File: src/hw/mba_map.svh
// Offsets, field positions, codes and reset values of the interpreter.
`ifndef MBA_MAP_SVH
`define MBA_MAP_SVH
`define MBA_FC_RW 8'h17
`define MBA_FC_EIT 8'h2B
`define MBA_FC_ERR 8'h80
`define MBA_MEI_OD 8'h0D
`define MBA_EXC_EXT 8'hFF
`define MBA_EXC_OD 8'hCE
`define MBA_EXC_ILLFC 8'h01
`define MBA_EXC_VALUE 8'h03
`define MBA_RW_LEN0 16'h000B
`define MBA_RW_RLEN0 16'h0003
`define MBA_ODERR_LEN 16'h000B
`define MBA_ODERR_XLEN 8'h06
`define MBA_CNT_MIN 16'h0001
`define MBA_CNT_MAX 16'h0079
`define MBA_NODE_MIN 8'h01
`define MBA_NODE_MAX 8'h7F
`define MBA_OD_CNT_MAX 16'h00FD
`define MBA_OD_LOCAL_ERR 32'h0000_0001
`define MBA_PC_MULTI 7
`define MBA_PC_EXT 6
`define MBA_PC_CNTB 5
`define MBA_PC_ACC 0
`define MBA_PC_MUSTZERO 8'h1E
`define MBA_POS_RWDATA 9'h011
`define MBA_REG_STAT 4'h0
`define MBA_REG_MASK 4'h1
`define MBA_REG_CTRL 4'h2
`define MBA_REG_FRAMES 4'h3
`define MBA_CTRL_RST 1'b1
`define MBA_MEM_AW 7
`endif

File: src/hw/mba_pkg.sv
// Types shared by the interpreter modules.
package mba_pkg;
  typedef enum logic [2:0] {
    ST_RX = 3'b001,
    ST_OD = 3'b010,
    ST_TX = 3'b100
  } mba_st_t;
  typedef enum logic [3:0] {
    K_RW = 4'b0001,
    K_EXC = 4'b0010,
    K_ODOK = 4'b0100,
    K_ODERR = 4'b1000
  } mba_kind_t;
  typedef struct packed {
    logic vld;
    logic last;
    logic [7:0] data;
  } mba_byte_t;
  typedef struct packed {
    logic vld;
    logic write;
    logic multi;
    logic cnt_on;
    logic [7:0] counter;
    logic [7:0] node;
    logic [15:0] index;
    logic [7:0] sub;
    logic [15:0] start;
    logic [15:0] count;
    logic [31:0] wdata;
    logic [2:0] wlen;
  } mba_od_req_t;
  typedef struct packed {
    logic err;
    logic [31:0] code;
    logic [2:0] rlen;
    logic [31:0] rdata;
  } mba_od_resp_t;
endpackage : mba_pkg

File: src/hw/mba_regmem.sv
// Register array reached by the combined read/write function.
`timescale 1ns/1ps
`include "mba_map.svh"
module mba_regmem
  import mba_pkg::*;
(
  // Clock
  input wire logic clk_sys,
  // Write port
  input wire logic we,
  input wire logic [`MBA_MEM_AW-1:0] waddr,
  input wire logic [15:0] wdata,
  // Read port, data one cycle later
  input wire logic [`MBA_MEM_AW-1:0] raddr,
  output logic [15:0] rdata
);
  logic [15:0] mem [2**`MBA_MEM_AW];

  always_ff @(posedge clk_sys) begin
    if (we) begin
      mem[waddr] <= wdata;
    end
    rdata <= mem[raddr];
  end
endmodule : mba_regmem

File: src/hw/mba_csr.sv
// Status, mask, control and frame count registers with interrupt.
`timescale 1ns/1ps
`include "mba_map.svh"
module mba_csr
  import mba_pkg::*;
(
  // Clock and reset
  input wire logic clk_sys,
  input wire logic nrst,
  // Register port
  input wire logic [3:0] reg_addr,
  input wire logic [15:0] reg_wdata,
  input wire logic reg_wr,
  input wire logic reg_rd,
  output logic [15:0] reg_rdata,
  // Block side
  input wire logic [2:0] ev,
  input wire logic [15:0] frames,
  output logic en,
  output logic irq
);
  logic [2:0] stat, next_stat, mask, next_mask;
  logic next_en, next_irq;
  logic [15:0] next_rdata;

  always_comb begin
    next_stat = stat;
    next_mask = mask;
    next_en = en;
    next_rdata = 16'h0000;
    if (reg_wr && reg_addr == `MBA_REG_STAT) begin
      next_stat = stat & ~reg_wdata[2:0];
    end
    if (reg_wr && reg_addr == `MBA_REG_MASK) begin
      next_mask = reg_wdata[2:0];
    end
    if (reg_wr && reg_addr == `MBA_REG_CTRL) begin
      next_en = reg_wdata[0];
    end
    // A new event beats a clear arriving in the same cycle.
    next_stat = next_stat | ev;
    if (reg_rd) begin
      unique case (reg_addr)
        `MBA_REG_STAT: next_rdata = {13'h0000, stat};
        `MBA_REG_MASK: next_rdata = {13'h0000, mask};
        `MBA_REG_CTRL: next_rdata = {15'h0000, en};
        `MBA_REG_FRAMES: next_rdata = frames;
        default: next_rdata = 16'h0000;
      endcase
    end
    next_irq = |(next_stat & next_mask);
  end

  always_ff @(posedge clk_sys) begin
    if (!nrst) begin
      stat <= 3'h0;
      mask <= 3'h0;
      en <= `MBA_CTRL_RST;
      reg_rdata <= 16'h0000;
      irq <= 1'b0;
    end else begin
      stat <= next_stat;
      mask <= next_mask;
      en <= next_en;
      reg_rdata <= next_rdata;
      irq <= next_irq;
    end
  end
endmodule : mba_csr

File: src/hw/mba_top.sv
// Modbus combined read/write and dictionary access interpreter.
`timescale 1ns/1ps
`include "mba_map.svh"
// Overview of operation
// - Read/write request uses code 17h, length 000Bh plus twice write count.
// - Read and write counts must be 0001h to 0079h, else invalid.
// - Reply carries 17h, byte count twice reads, data, length 3 plus count.
// - Dictionary access uses code 2Bh and MEI 0Dh both ways.
// - After MEI come two to four option bytes, then address and data.
// - Options are control bytes, a zero reserved byte, optional counter.
// - Control bits are numbered from the MSB of the first byte.
// - Control bit 0 marks a part of a multi-message transfer.
// - Control bit 1 says whether a second control byte exists.
// - Control bit 2 says whether a counter byte follows reserved byte.
// - Control bit 7 selects read (0) or write (1).
// - Node 01h-7Fh, index high first, subindex, start, count up to 00FDh.
// - Dictionary frames use their own byte order where specified.
// - Dictionary failure answers ABh, FFh, length, 0Dh, CEh, 4-byte code.
module mba_top
  import mba_pkg::*;
(
  // Clock and reset
  input wire logic clk_sys,
  input wire logic nrst,
  // Request bytes, MBAP header first
  input wire mba_byte_t rx_in,
  // Response bytes, one every second cycle
  output mba_byte_t tx_out,
  // Dictionary access port
  output mba_od_req_t od_req,
  input wire logic od_done,
  input wire mba_od_resp_t od_resp,
  // Register port
  input wire logic [3:0] reg_addr,
  input wire logic [15:0] reg_wdata,
  input wire logic reg_wr,
  input wire logic reg_rd,
  output logic [15:0] reg_rdata,
  // Interrupt
  output logic irq
);
  mba_st_t st, next_st;
  mba_kind_t kind, next_kind;
  logic [23:0][7:0] fb, next_fb;
  logic [8:0] pos, next_pos, txi, next_txi;
  logic tph, next_tph;
  logic [7:0] hi_byte, next_hi_byte, excode, next_excode;
  logic [15:0] rl, next_rl, frames, next_frames;
  logic [31:0] wdat, next_wdat;
  logic [2:0] wlen, next_wlen;
  mba_od_resp_t odr, next_odr;
  mba_byte_t next_tx;
  mba_od_req_t next_req;
  logic [2:0] ev;
  logic en;
  logic mem_we;
  logic [`MBA_MEM_AW-1:0] mem_waddr, mem_raddr;
  logic [15:0] mem_rdata;
  logic [7:0] fc, c0, txb;
  logic [15:0] len, rs, rc, ws, wc, odcnt;
  logic ext, cb, cnt_ok, rw_ok, lenmatch, od_ok, fin;
  logic [4:0] n;
  logic [8:0] dk, di, rk, ttot;

  function automatic logic in_rng(input logic [15:0] v);
    in_rng = v >= `MBA_CNT_MIN && v <= `MBA_CNT_MAX;
  endfunction : in_rng

  // Fixed request fields by byte position.
  assign fc = fb[7];
  assign len = {fb[4], fb[5]};
  assign rs = {fb[8], fb[9]};
  assign rc = {fb[10], fb[11]};
  assign ws = {fb[12], fb[13]};
  assign wc = {fb[14], fb[15]};
  assign cnt_ok = in_rng(rc) && in_rng(wc) &&
    fb[16] == {wc[6:0], 1'b0};
  assign lenmatch = len == ({7'h00, pos} - 16'h0005);
  assign rw_ok = cnt_ok && lenmatch &&
    len == `MBA_RW_LEN0 + {wc[14:0], 1'b0};
  // Control bit n sits at byte bit 7-n.
  assign c0 = fb[9];
  assign ext = c0[`MBA_PC_EXT];
  assign cb = c0[`MBA_PC_CNTB];
  // Node position: MEI, control bytes, reserved byte, optional counter.
  assign n = 5'd11 + {4'h0, ext} + {4'h0, cb};
  assign odcnt = {fb[n + 5'd6], // Low byte may be arriving now.
    pos == {4'h0, n} + 9'd7 ? rx_in.data : fb[n + 5'd7]};
  assign od_ok = fb[8] == `MBA_MEI_OD &&
    (c0 & `MBA_PC_MUSTZERO) == 8'h00 &&
    (!ext || fb[10] == 8'h00) &&
    fb[5'd10 + {4'h0, ext}] == 8'h00 &&
    fb[n] >= `MBA_NODE_MIN && fb[n] <= `MBA_NODE_MAX &&
    odcnt <= `MBA_OD_CNT_MAX && lenmatch &&
    pos >= {4'h0, n} + 9'd7;
  assign fin = st == ST_RX && rx_in.vld && rx_in.last && en;
  assign dk = pos - ({4'h0, n} + 9'd8);
  assign rk = pos - `MBA_POS_RWDATA;
  assign di = txi - 9'd9;
  assign ttot = rl[8:0] + 9'd6;
  assign mem_raddr = rs[6:0] + di[7:1];

  // Response byte for index txi.
  always_comb begin
    logic [8:0] j;
    j = txi - ({4'h0, n} + 9'd8);
    txb = 8'h00;
    unique case (txi)
      9'd0: txb = fb[0];
      9'd1: txb = fb[1];
      9'd2: txb = fb[2];
      9'd3: txb = fb[3];
      9'd4: txb = rl[15:8];
      9'd5: txb = rl[7:0];
      9'd6: txb = fb[6];
      9'd7: txb = (kind == K_RW || kind == K_ODOK) ? fc :
        (fc | `MBA_FC_ERR);
      default: begin
        unique case (kind)
          K_RW: txb = txi == 9'd8 ? {rc[6:0], 1'b0} :
            (di[0] ? mem_rdata[7:0] : mem_rdata[15:8]);
          K_EXC: txb = excode;
          K_ODOK: begin
            if (txi < {4'h0, n} + 9'd6) begin
              txb = fb[txi[4:0]];
            end else if (txi == {4'h0, n} + 9'd7) begin
              txb = {5'h00, odr.rlen};
            end else if (txi > {4'h0, n} + 9'd7) begin
              // Values go out least significant byte first.
              txb = odr.rdata[{j[1:0], 3'b000} +: 8];
            end
          end
          K_ODERR: begin
            unique case (txi)
              9'd8: txb = `MBA_EXC_EXT;
              9'd9: txb = 8'h00;
              9'd10: txb = `MBA_ODERR_XLEN;
              9'd11: txb = `MBA_MEI_OD;
              9'd12: txb = `MBA_EXC_OD;
              9'd13: txb = odr.code[31:24];
              9'd14: txb = odr.code[23:16];
              9'd15: txb = odr.code[15:8];
              default: txb = odr.code[7:0];
            endcase
          end
          default: txb = 8'h00;
        endcase
      end
    endcase
  end

  always_comb begin
    next_st = st;
    next_kind = kind;
    next_fb = fb;
    next_pos = pos;
    next_txi = txi;
    next_tph = tph;
    next_hi_byte = hi_byte;
    next_excode = excode;
    next_rl = rl;
    next_frames = frames;
    next_wdat = wdat;
    next_wlen = wlen;
    next_odr = odr;
    next_tx = '0;
    next_req = od_req;
    next_req.vld = 1'b0;
    ev = 3'b000;
    mem_we = 1'b0;
    mem_waddr = ws[6:0] + rk[7:1];
    unique case (st)
      ST_RX: begin
        // Bytes arriving while an answer is pending are dropped.
        if (rx_in.vld) begin
          next_pos = rx_in.last ? 9'h000 : pos + 9'h001;
          if (pos < 9'd24) begin
            next_fb[pos[4:0]] = rx_in.data;
          end
          if (pos == 9'h000) begin
            next_wlen = 3'h0;
            next_wdat = 32'h0000_0000;
          end
          if (fc == `MBA_FC_RW && pos >= `MBA_POS_RWDATA) begin
            if (!rk[0]) begin
              next_hi_byte = rx_in.data;
            end else if (cnt_ok && en && rk[8:1] < wc[7:0] &&
                         len == `MBA_RW_LEN0 + {wc[14:0], 1'b0}) begin
              // Stored as they arrive, so later reads see them.
              mem_we = 1'b1;
            end
          end
          if (fc == `MBA_FC_EIT && pos >= {4'h0, n} + 9'd8 &&
              dk < 9'd4) begin
            next_wdat[{dk[1:0], 3'b000} +: 8] = rx_in.data;
            next_wlen = dk[2:0] + 3'd1;
          end
        end
        if (fin) begin
          next_txi = 9'h000;
          next_tph = 1'b0;
          if (fc == `MBA_FC_RW) begin
            next_st = ST_TX;
            if (rw_ok) begin
              next_kind = K_RW;
              next_rl = `MBA_RW_RLEN0 + {rc[14:0], 1'b0};
            end else begin
              next_kind = K_EXC;
              next_excode = `MBA_EXC_VALUE;
              next_rl = `MBA_RW_RLEN0;
            end
          end else if (fc == `MBA_FC_EIT) begin
            if (od_ok) begin
              next_st = ST_OD;
              next_req.vld = 1'b1;
              next_req.multi = c0[`MBA_PC_MULTI];
              next_req.write = c0[`MBA_PC_ACC];
              next_req.cnt_on = cb;
              next_req.counter = cb ? fb[n - 5'd1] : 8'h00;
              next_req.node = fb[n];
              next_req.index = {fb[n + 5'd1], fb[n + 5'd2]};
              next_req.sub = fb[n + 5'd3];
              next_req.start = {fb[n + 5'd4], fb[n + 5'd5]};
              next_req.count = odcnt;
              next_req.wdata = next_wdat;
              next_req.wlen = next_wlen;
              ev[2] = 1'b1;
            end else begin
              next_st = ST_TX;
              next_kind = K_ODERR;
              next_odr.code = `MBA_OD_LOCAL_ERR;
              next_rl = `MBA_ODERR_LEN;
            end
          end else begin
            next_st = ST_TX;
            next_kind = K_EXC;
            next_excode = `MBA_EXC_ILLFC;
            next_rl = `MBA_RW_RLEN0;
          end
        end
      end
      ST_OD: begin
        if (od_done) begin
          next_st = ST_TX;
          next_odr = od_resp;
          if (od_resp.err) begin
            next_kind = K_ODERR;
            next_rl = `MBA_ODERR_LEN;
          end else begin
            next_kind = K_ODOK;
            if (od_req.write) begin
              next_odr.rlen = 3'h0;
            end
            next_rl = {11'h000, n} + 16'd2 +
              {13'h0000, next_odr.rlen};
          end
        end
      end
      ST_TX: begin
        // Odd cycles fetch the register word, even cycles send.
        next_tph = !tph;
        if (tph) begin
          next_tx.vld = 1'b1;
          next_tx.data = txb;
          next_tx.last = txi == ttot - 9'd1;
          next_txi = txi + 9'd1;
          if (next_tx.last) begin
            next_st = ST_RX;
            next_frames = frames + 16'd1;
            ev[0] = kind == K_RW || kind == K_ODOK;
            ev[1] = kind == K_EXC || kind == K_ODERR;
          end
        end
      end
      default: next_st = ST_RX;
    endcase
  end

  always_ff @(posedge clk_sys) begin
    if (!nrst) begin
      st <= ST_RX;
      kind <= K_RW;
      fb <= '0;
      pos <= 9'h000;
      txi <= 9'h000;
      tph <= 1'b0;
      hi_byte <= 8'h00;
      excode <= 8'h00;
      rl <= 16'h0000;
      frames <= 16'h0000;
      wdat <= 32'h0000_0000;
      wlen <= 3'h0;
      odr <= '0;
      tx_out <= '0;
      od_req <= '0;
    end else begin
      st <= next_st;
      kind <= next_kind;
      fb <= next_fb;
      pos <= next_pos;
      txi <= next_txi;
      tph <= next_tph;
      hi_byte <= next_hi_byte;
      excode <= next_excode;
      rl <= next_rl;
      frames <= next_frames;
      wdat <= next_wdat;
      wlen <= next_wlen;
      odr <= next_odr;
      tx_out <= next_tx;
      od_req <= next_req;
    end
  end

  mba_regmem u_mem (
    .clk_sys(clk_sys),
    .we(mem_we),
    .waddr(mem_waddr),
    .wdata({hi_byte, rx_in.data}),
    .raddr(mem_raddr),
    .rdata(mem_rdata)
  );

  mba_csr u_csr (
    .clk_sys(clk_sys),
    .nrst(nrst),
    .reg_addr(reg_addr),
    .reg_wdata(reg_wdata),
    .reg_wr(reg_wr),
    .reg_rd(reg_rd),
    .reg_rdata(reg_rdata),
    .ev(ev),
    .frames(frames),
    .en(en),
    .irq(irq)
  );
endmodule : mba_top

File: config.mk
export PLATFORM = sky130hd
export DESIGN_NAME = mba_top
export DESIGN_NICKNAME = d
export VERILOG_FILES = /design/src/hw/mba_pkg.sv /design/src/hw/mba_regmem.sv /design/src/hw/mba_csr.sv /design/src/hw/mba_top.sv
export VERILOG_INCLUDE_DIRS = /design/src /design/src/hw
export SDC_FILE = /design/constraint.sdc
export NUM_CORES = 2
export LEC_CHECK = 0
export ABC_CLOCK_PERIOD_IN_PS = 5800
export BUFFER_PORTS_ARGS = -buffer_cell sky130_fd_sc_hd__buf_2
export CAP_MARGIN = 20
export CELL_PAD_IN_SITES_DETAIL_PLACEMENT = 1
export CELL_PAD_IN_SITES_GLOBAL_PLACEMENT = 1
export CORE_UTILIZATION = 45
export DETAILED_ROUTE_END_ITERATION = 6
export GPL_ROUTABILITY_DRIVEN = 0
export GPL_TIMING_DRIVEN = 0
export PLACE_DENSITY = 0.7
export SLEW_MARGIN = 10
export SYNTH_ARGS = -nofsm -noshare
export SYNTH_HDL_FRONTEND = slang
export SYNTH_HIERARCHICAL = 1
export SYNTH_SLANG_ARGS = --single-unit
File: constraint.sdc
create_clock -name clk_sys -period 5.8 [get_ports clk_sys]
set_clock_uncertainty 0.05 [all_clocks]
set_input_delay 1.16 -clock clk_sys [delete_from_list [all_inputs] [get_ports clk_sys]]
set_output_delay 1.16 -clock clk_sys [all_outputs]
set_load 0.03 [all_outputs]
Word level (Yosys, flattened, before mapping)
Memory sizes are Yosys's and may differ from the RTL's. A register that Yosys moved wholly into a read port is not among the register bits.
Index checks and enable logic that the tools add are counted.
{"block": "op_classes", "n_shift": 3, "eq_ne": 44, "add_sub_neg": 32, "bitwise": 10, "n_mux": 109, "div_mod_pow": 0, "multipliers": 0, "n_lt_le_gt_ge": 28, "reduce_logical": 57}
{"cell": "8-bit binary-select mux with 5-bit select", "n": 11}
{"cell": "32-bit two-way mux", "n": 9}
{"cell": "192-bit bitwise mux", "n": 1}
{"cell": "8-bit two-way mux", "n": 23}
{"cell": "8-bit one-hot mux with 8 select lines", "n": 2}
{"cell": "111-bit two-way mux", "n": 1}
{"cell": "16-bit two-way mux", "n": 6}
{"cell": "9-bit by 4-bit == test with 1-bit output (second input constant)", "n": 8}
{"cell": "5-bit by 6-bit less-than comparator with 1-bit output (second input constant)", "n": 12}
{"cell": "67-bit two-way mux", "n": 1}
{"cell": "16-bit one-hot mux with 4 select lines", "n": 1}
{"cell": "32-bit one-hot mux with 2 select lines", "n": 1}
{"cell": "3-bit two-way mux", "n": 17}
{"cell": "8-bit demux with 5-bit select", "n": 1}
{"cell": "9-bit by 3-bit == test with 1-bit output (second input constant)", "n": 4}
{"cell": "32-bit bitwise mux", "n": 1}
{"cell": "16-bit == test", "n": 2}
{"cell": "16-bit by 1-bit >= comparator with 1-bit output (second input constant)", "n": 2}
{"cell": "16-bit by 7-bit less-or-equal comparator with 1-bit output (second input constant)", "n": 2}
{"cell": "16-bit one-hot mux with 2 select lines", "n": 1}
{"cell": "8-bit one-hot mux with 4 select lines", "n": 1}
{"cell": "8-bit by 7-bit variable shift with 32-bit output (first input constant)", "n": 1}
{"cell": "32-bit by 6-bit variable part select with 8-bit output", "n": 1}
{"cell": "8-bit by 7-bit variable part select with 32-bit output", "n": 1}
{"cell": "other kinds (82)", "n": 173}
{"block": "word_totals", "n_memories": 1, "out_inout_bits": 138, "wordCells": 342, "latchBits": 0, "regBits": 513, "input_bits": 103, "romBits": 0, "mem_bits_rw": 2048}
{"memory": "u_mem.mem", "depth": 128, "width": 16, "read_ports": 1, "rd_ports_with_merged_regs": 1, "wr": 1, "line_no": "mba_regmem.sv:17", "text": "logic [15:0] mem [2**`MBA_MEM_AW];"}

Depth between registers and ports, before layout
{"block": "logic_depth", "word_depth": 18, "depth_mapped": 21, "depth_no_buf": 15}

Cells and area by module
Netlist, hierarchy kept.
{"module": "mba_regmem", "seq_area_each_um2": 61819.3, "area_per_inst_um2": 78545.3, "cells_each": 3086, "n_inst": 1}
{"module": "mba_top", "seq_area_each_um2": 9669.3, "area_per_inst_um2": 26352.8, "cells_each": 2876, "n_inst": 1}
{"module": "mba_csr", "seq_area_each_um2": 480.5, "area_per_inst_um2": 902.1, "cells_each": 87, "n_inst": 1}

Least setup slack after synthesis
OpenSTA, ideal clock, no wires.
{"block": "synth_path", "path_type": "register to register", "start": "register txi[1]", "end": "register u_mem.rdata[0], read port of u_mem.mem", "setup_ns": 0.121, "path_buffers": 7, "path_stages_with_launch": 18, "t_arrival_ns": 5.284, "period_less_slack_ns": 5.454, "t_required_ns": 5.629, "slack_ns": 0.346, "cell_sequence": "dfxtp_1 -> clkbuf_1 -> clkbuf_1 -> buf_2 -> buf_2 -> inv_1 -> ha_1 -> inv_1 -> ha_1 -> fa_1 -> xor2_1 -> clkbuf_1 -> clkbuf_1 -> buf_1 -> mux4_2 -> mux4_2 -> mux4_2 -> mux2_2"}
{"block": "synth_via", "elab_chain_cells": 2}
{"item": "start: declaration", "line_no": "mba_top.sv:45", "text": "logic [8:0] pos, next_pos, txi, next_txi;"}
{"item": "start signal: assignment", "line_no": "mba_top.sv:301", "text": "txi <= next_txi;"}
{"item": "8-bit by 4-bit subtractor with 8-bit output", "line_no": "mba_top.sv:99", "text": "assign di = txi - 9'd9;"}
{"item": "7-bit adder", "line_no": "mba_top.sv:101", "text": "assign mem_raddr = rs[6:0] + di[7:1];"}
{"item": "net mem_raddr[2]", "line_no": "mba_top.sv:57", "text": "logic [`MBA_MEM_AW-1:0] mem_waddr, mem_raddr;"}
{"item": "end: declaration", "line_no": "mba_regmem.sv:15", "text": "output logic [15:0] rdata"}
The timed path passes the listed nets, and every way through them passes these cells.
A chain may end at the register's enable or synchronous reset.

Worst setup path after layout
{"block": "layout_path", "start": "register pos[0]", "end": "memory u_mem.mem[78][6], enable pin"}
{"block": "layout_via", "word_cells_on_any_way": 14, "classes_between": "2 x add/sub; 2 x order compare; 7 x mux; 3 x reduce/logical"}
{"item": "start: declaration", "line_no": "mba_top.sv:45"}
{"item": "start signal: assignment", "line_no": "mba_top.sv:300", "text": "pos <= next_pos;"}
{"item": "9-bit by 5-bit subtractor with 9-bit output (no line)"}
{"item": "7-bit adder", "line_no": "mba_top.sv:171", "text": "mem_waddr = ws[6:0] + rk[7:1];"}
{"item": "net mem_waddr[6]", "line_no": "mba_top.sv:57"}
{"item": "end: declaration", "line_no": "mba_regmem.sv:17"}
The timed path passes the listed nets, and every way through them passes these cells.

==> summary.md <==
| Metric | Value |
|---|---|
| Design area | 0.1238 mm2 |
| Initial Util | 45.37% |
| Core area | 0.2332 mm2 |
| CTS root buf | clkbuf_16 |
| Rows | 177 |
| Worst slew margin | 14.71% |
| DR pass1 iterations | 5 |
| PnR worst setup slack | -0.05762 ns |
| Mean Syn Cell Area | 17.49 um2 |
| Top-level I/O count | 241 |
| Later-pin clock latency in the skew report | 0.94 ns |
| Max Root-Sink Buffers | 4 |
| WS Path Type | register to register |
| Area after DPL | 0.1140 mm2 |
| Number of max-cap violations | 0 |
| Area Growth Syn to Fin | 17.02% |
| Initial antenna violation count | 10 |
| Status | finished, violations left |
| Failing checks | negative setup slack |
| Setup TNS | -0.7004 ns |
| Tmin final | 5.858 ns |
| Synth Instances | 6049 |
| Register area | 0.07200 mm2 |
| Die extent in y | 486.9 um |
| Fillers | 21380 |
| Most common cell after layout, fill and taps aside | edfxtp_1 |
| Seq/Total Area, Yosys | 68.02% |
| Worst-path clk slew | 0.06 ns |
| Worst Setup End Kind | register |
| Worst setup path start | pos[0] |
| Data required time at the worst endpoint | 6.35 ns |
| Share of layout cells above drive strength 1 | 29.50% |
| Arr. time, crit path | 6.41 ns |
| Crit path max fanout | 9 |
| FF-to-FF Start | pos[0] |
| Count of final setup violators | 41 |
| Min Hold Slack | 0.3933 ns |
| Post-DRT Antenna Nets | 0 |
| Synth Net Count | 6215 |
| Largest net degree at the start of global routing | 85 |
| CTS tree | built |
| H-tree Lvls | 5 |
| Post-synth EDFFs | 2048 |
| Pwr Density | 309.0 mW/mm2 |
| Reg2Reg Setup Slack | -0.06 ns |
| Synth cell types | 98 |
| Routed Wire Length | 347600 um |
| Die X | 486.9 um |
| DRT iter0 DRCs | 7570 |
| Worst-Margin Slew | 1.270 ns |
| Final period util | 101.0% |
| Post-route DRC violation count | 0 |
| Port Buf Inserts | 224 |
| LEAKAGE | 43.04 nW |
| Min-Delay Path Class | register to register |
| Max Fclk | 170.7 MHz |
| Num Clock Sinks | 2571 |
| Warnings, synthesis | 6 |
| Setup crit start kind | register |
| Final hold violations | 0 |
| Max-slew violation count | 0 |
| Multi-input gate area | 0.03258 mm2 |
| Gr usage total | 29.26% |
| Yosys reg bits | 2571 |
| Layout Nets | 6907 |
| Dpl ws | -2.529 ns |
| Total gr overflow | 0 |
| Asr flop ratio synth | 0% |
| Die area | 0.2371 mm2 |
| Commonest cells after routing, fill and taps aside | edfxtp_1 (2048), mux4_2 (773), dfxtp_1 (513), nor2_1 (408), buf_2 (310) |
| Num CTS Buffers | 289 |
| Most used DFF post-synth | edfxtp_1 |
| Detailed placer's ending HPWL | 245100 um |
| HP Start | od_req[86] |
| WL/cell | 34.45 um |
| Via/cell ratio | 6.272 |
| First-pass GRT wire length | 489100 um |
| Fin util | 53.09% |
| Vias in the first global route | 64460 |
| Maximum VDD drop | 279.2 uV |
| RSZ-0062 raised after global routing | true |
| Total number of vias | 63280 |
| Mapped cell area | 0.1058 mm2 |
cell type report:
class | count | area share [%]
Clock inverter | 122 | 0.9722
Inverter | 61 | 0.1981
Multi-Input combinational cell | 3017 | 26.31
Buffer | 394 | 1.651
Antenna cell | 15 | 0.03032
Tap cell | 3132 | 3.165
Sequential cell | 2571 | 58.15
Clock buffer | 370 | 6.287
Timing Repair Buffer | 407 | 3.228
kinds of logic (layout without fill, tap and decap cells):
group	count (synthesis)	count (layout)	synth area share [%]
xor+xnor	98	98	0.8243
simple gates	1229	1229	5.339
compound gates	556	556	3.817
flops	2571	2571	68.02
other cells	0	15	0
mux	1071	1071	19.34
buf+inv	461	1354	1.879
fa+ha+maj	63	63	0.7805
critical path, cell delays in order, from the launching register on:
cell,delay [ns]
dfxtp_1,0.37
clkbuf_2,0.28
inv_1,0.21
ha_2,0.42
inv_1,0.11
ha_1,0.23
fa_1,0.44
a21oi_1,0.16
nor2_1,0.06
nor2_1,0.20
o21bai_1,0.10
a21oi_1,0.19
xnor3_1,0.61
nor2b_1,0.45
nand3_1,0.54
nor3_2,0.78
buf_4,0.33
layer usage:
metal | up-vias | GRT usage, % | routed length (um) | part of all wire [%]
li1 | 25600 | - | - | -
met1 | 33570 | 37.69 | 132900 | 38
met2 | 3317 | 47.15 | 166800 | 48
met3 | 798 | 5.389 | 27020 | 7.8
met4 | 4 | 15.89 | 20810 | 6.0
met5 | - | 0 | 27 | 0.0078
power by group:
part	switching (mW)	leakage (nW)	internal, mW
registers	0.0304	25.3	19.8
logic	0.592	13.3	0.171
clock network	7.32	4.41	10.4
total	7.94	43.0	30.3
synthesized netlist by cell type (all sizes together) (5+ instances only):
master / n / area, um2
or3: 14 / 92.59
a211oi: 57 / 635.6
nand4: 34 / 212.7
clkbuf: 251 / 942.2
xnor2: 57 / 499.2
nand2: 310 / 1164
or4: 11 / 82.58
inv: 59 / 221.5
nor4: 25 / 177.7
nor3b: 11 / 92.58
o21bai: 7 / 52.55
mux2i: 270 / 2703
o211a: 14 / 140.1
a31oi: 21 / 137.6
a22o: 50 / 437.9
a31o: 5 / 43.79
nor4b: 12 / 126.4
o21ai: 75 / 375.4
mux4: 775 / 17460
buf: 149 / 817.0
o211ai: 24 / 180.2
nor2: 530 / 1989
nand3: 91 / 455.4
nor2b: 21 / 131.4
nand4b: 5 / 43.79
nand3b: 10 / 75.07
or3b: 5 / 43.79
a21oi: 136 / 684.4
dfxtp: 523 / 10470
nand2b: 16 / 100.1
a221oi: 20 / 175.2
fa: 5 / 100.1
edfxtp: 2048 / 61500
or2: 10 / 62.56
and3: 33 / 206.5
a22oi: 77 / 578.1
and2: 33 / 206.5
o21a: 7 / 52.55
or4b: 6 / 63.81
o22ai: 12 / 75.07
ha: 58 / 725.7
xor2: 40 / 350.3
mux2: 26 / 292.8
nor3: 40 / 210.2
timing repair:
item,in CTS,in global routing
pin swaps,3,6
gates cloned,0,0
resized for setup,201,36
buffers inserted,4,4
hold buffers,0,0
setup endpoints to repair,2263,1197
path summary, 6_finish.rpt:
| path | to | depth (start not counted) |
|---|---|---|
| worst max-delay path | u_mem/mem[78][6] | 16 |
| worst min-delay path | od_req[86] | 2 |
| worst max register to register | u_mem/mem[78][6] | 16 |
| worst min register to register | od_req[86] | 2 |
flip-flops by register name (all words and copies together), names as in the netlist, 4 cells and up:
signal and cells:
c0 8, fb 176, fc 8, frames 16
hi_byte 8, kind 4, od_req 111, odr 67
pos 9, rl 16, tx_out 10, txi 9
u_csr/reg_rdata 16, u_mem/mem 2048, u_mem/rdata 16, wdat 32
stage by stage:
stage,cells,total power [mW]
4_1_cts,10060,38.46
6_report,10090,38.26
2_1_floorplan,6049,20.46
3_5_place_dp,9573,20.91
3_3_place_gp,9405,20.87
5_1_grt,10080,39.11
No activity file was read; power rests on OpenSTA's default activity.
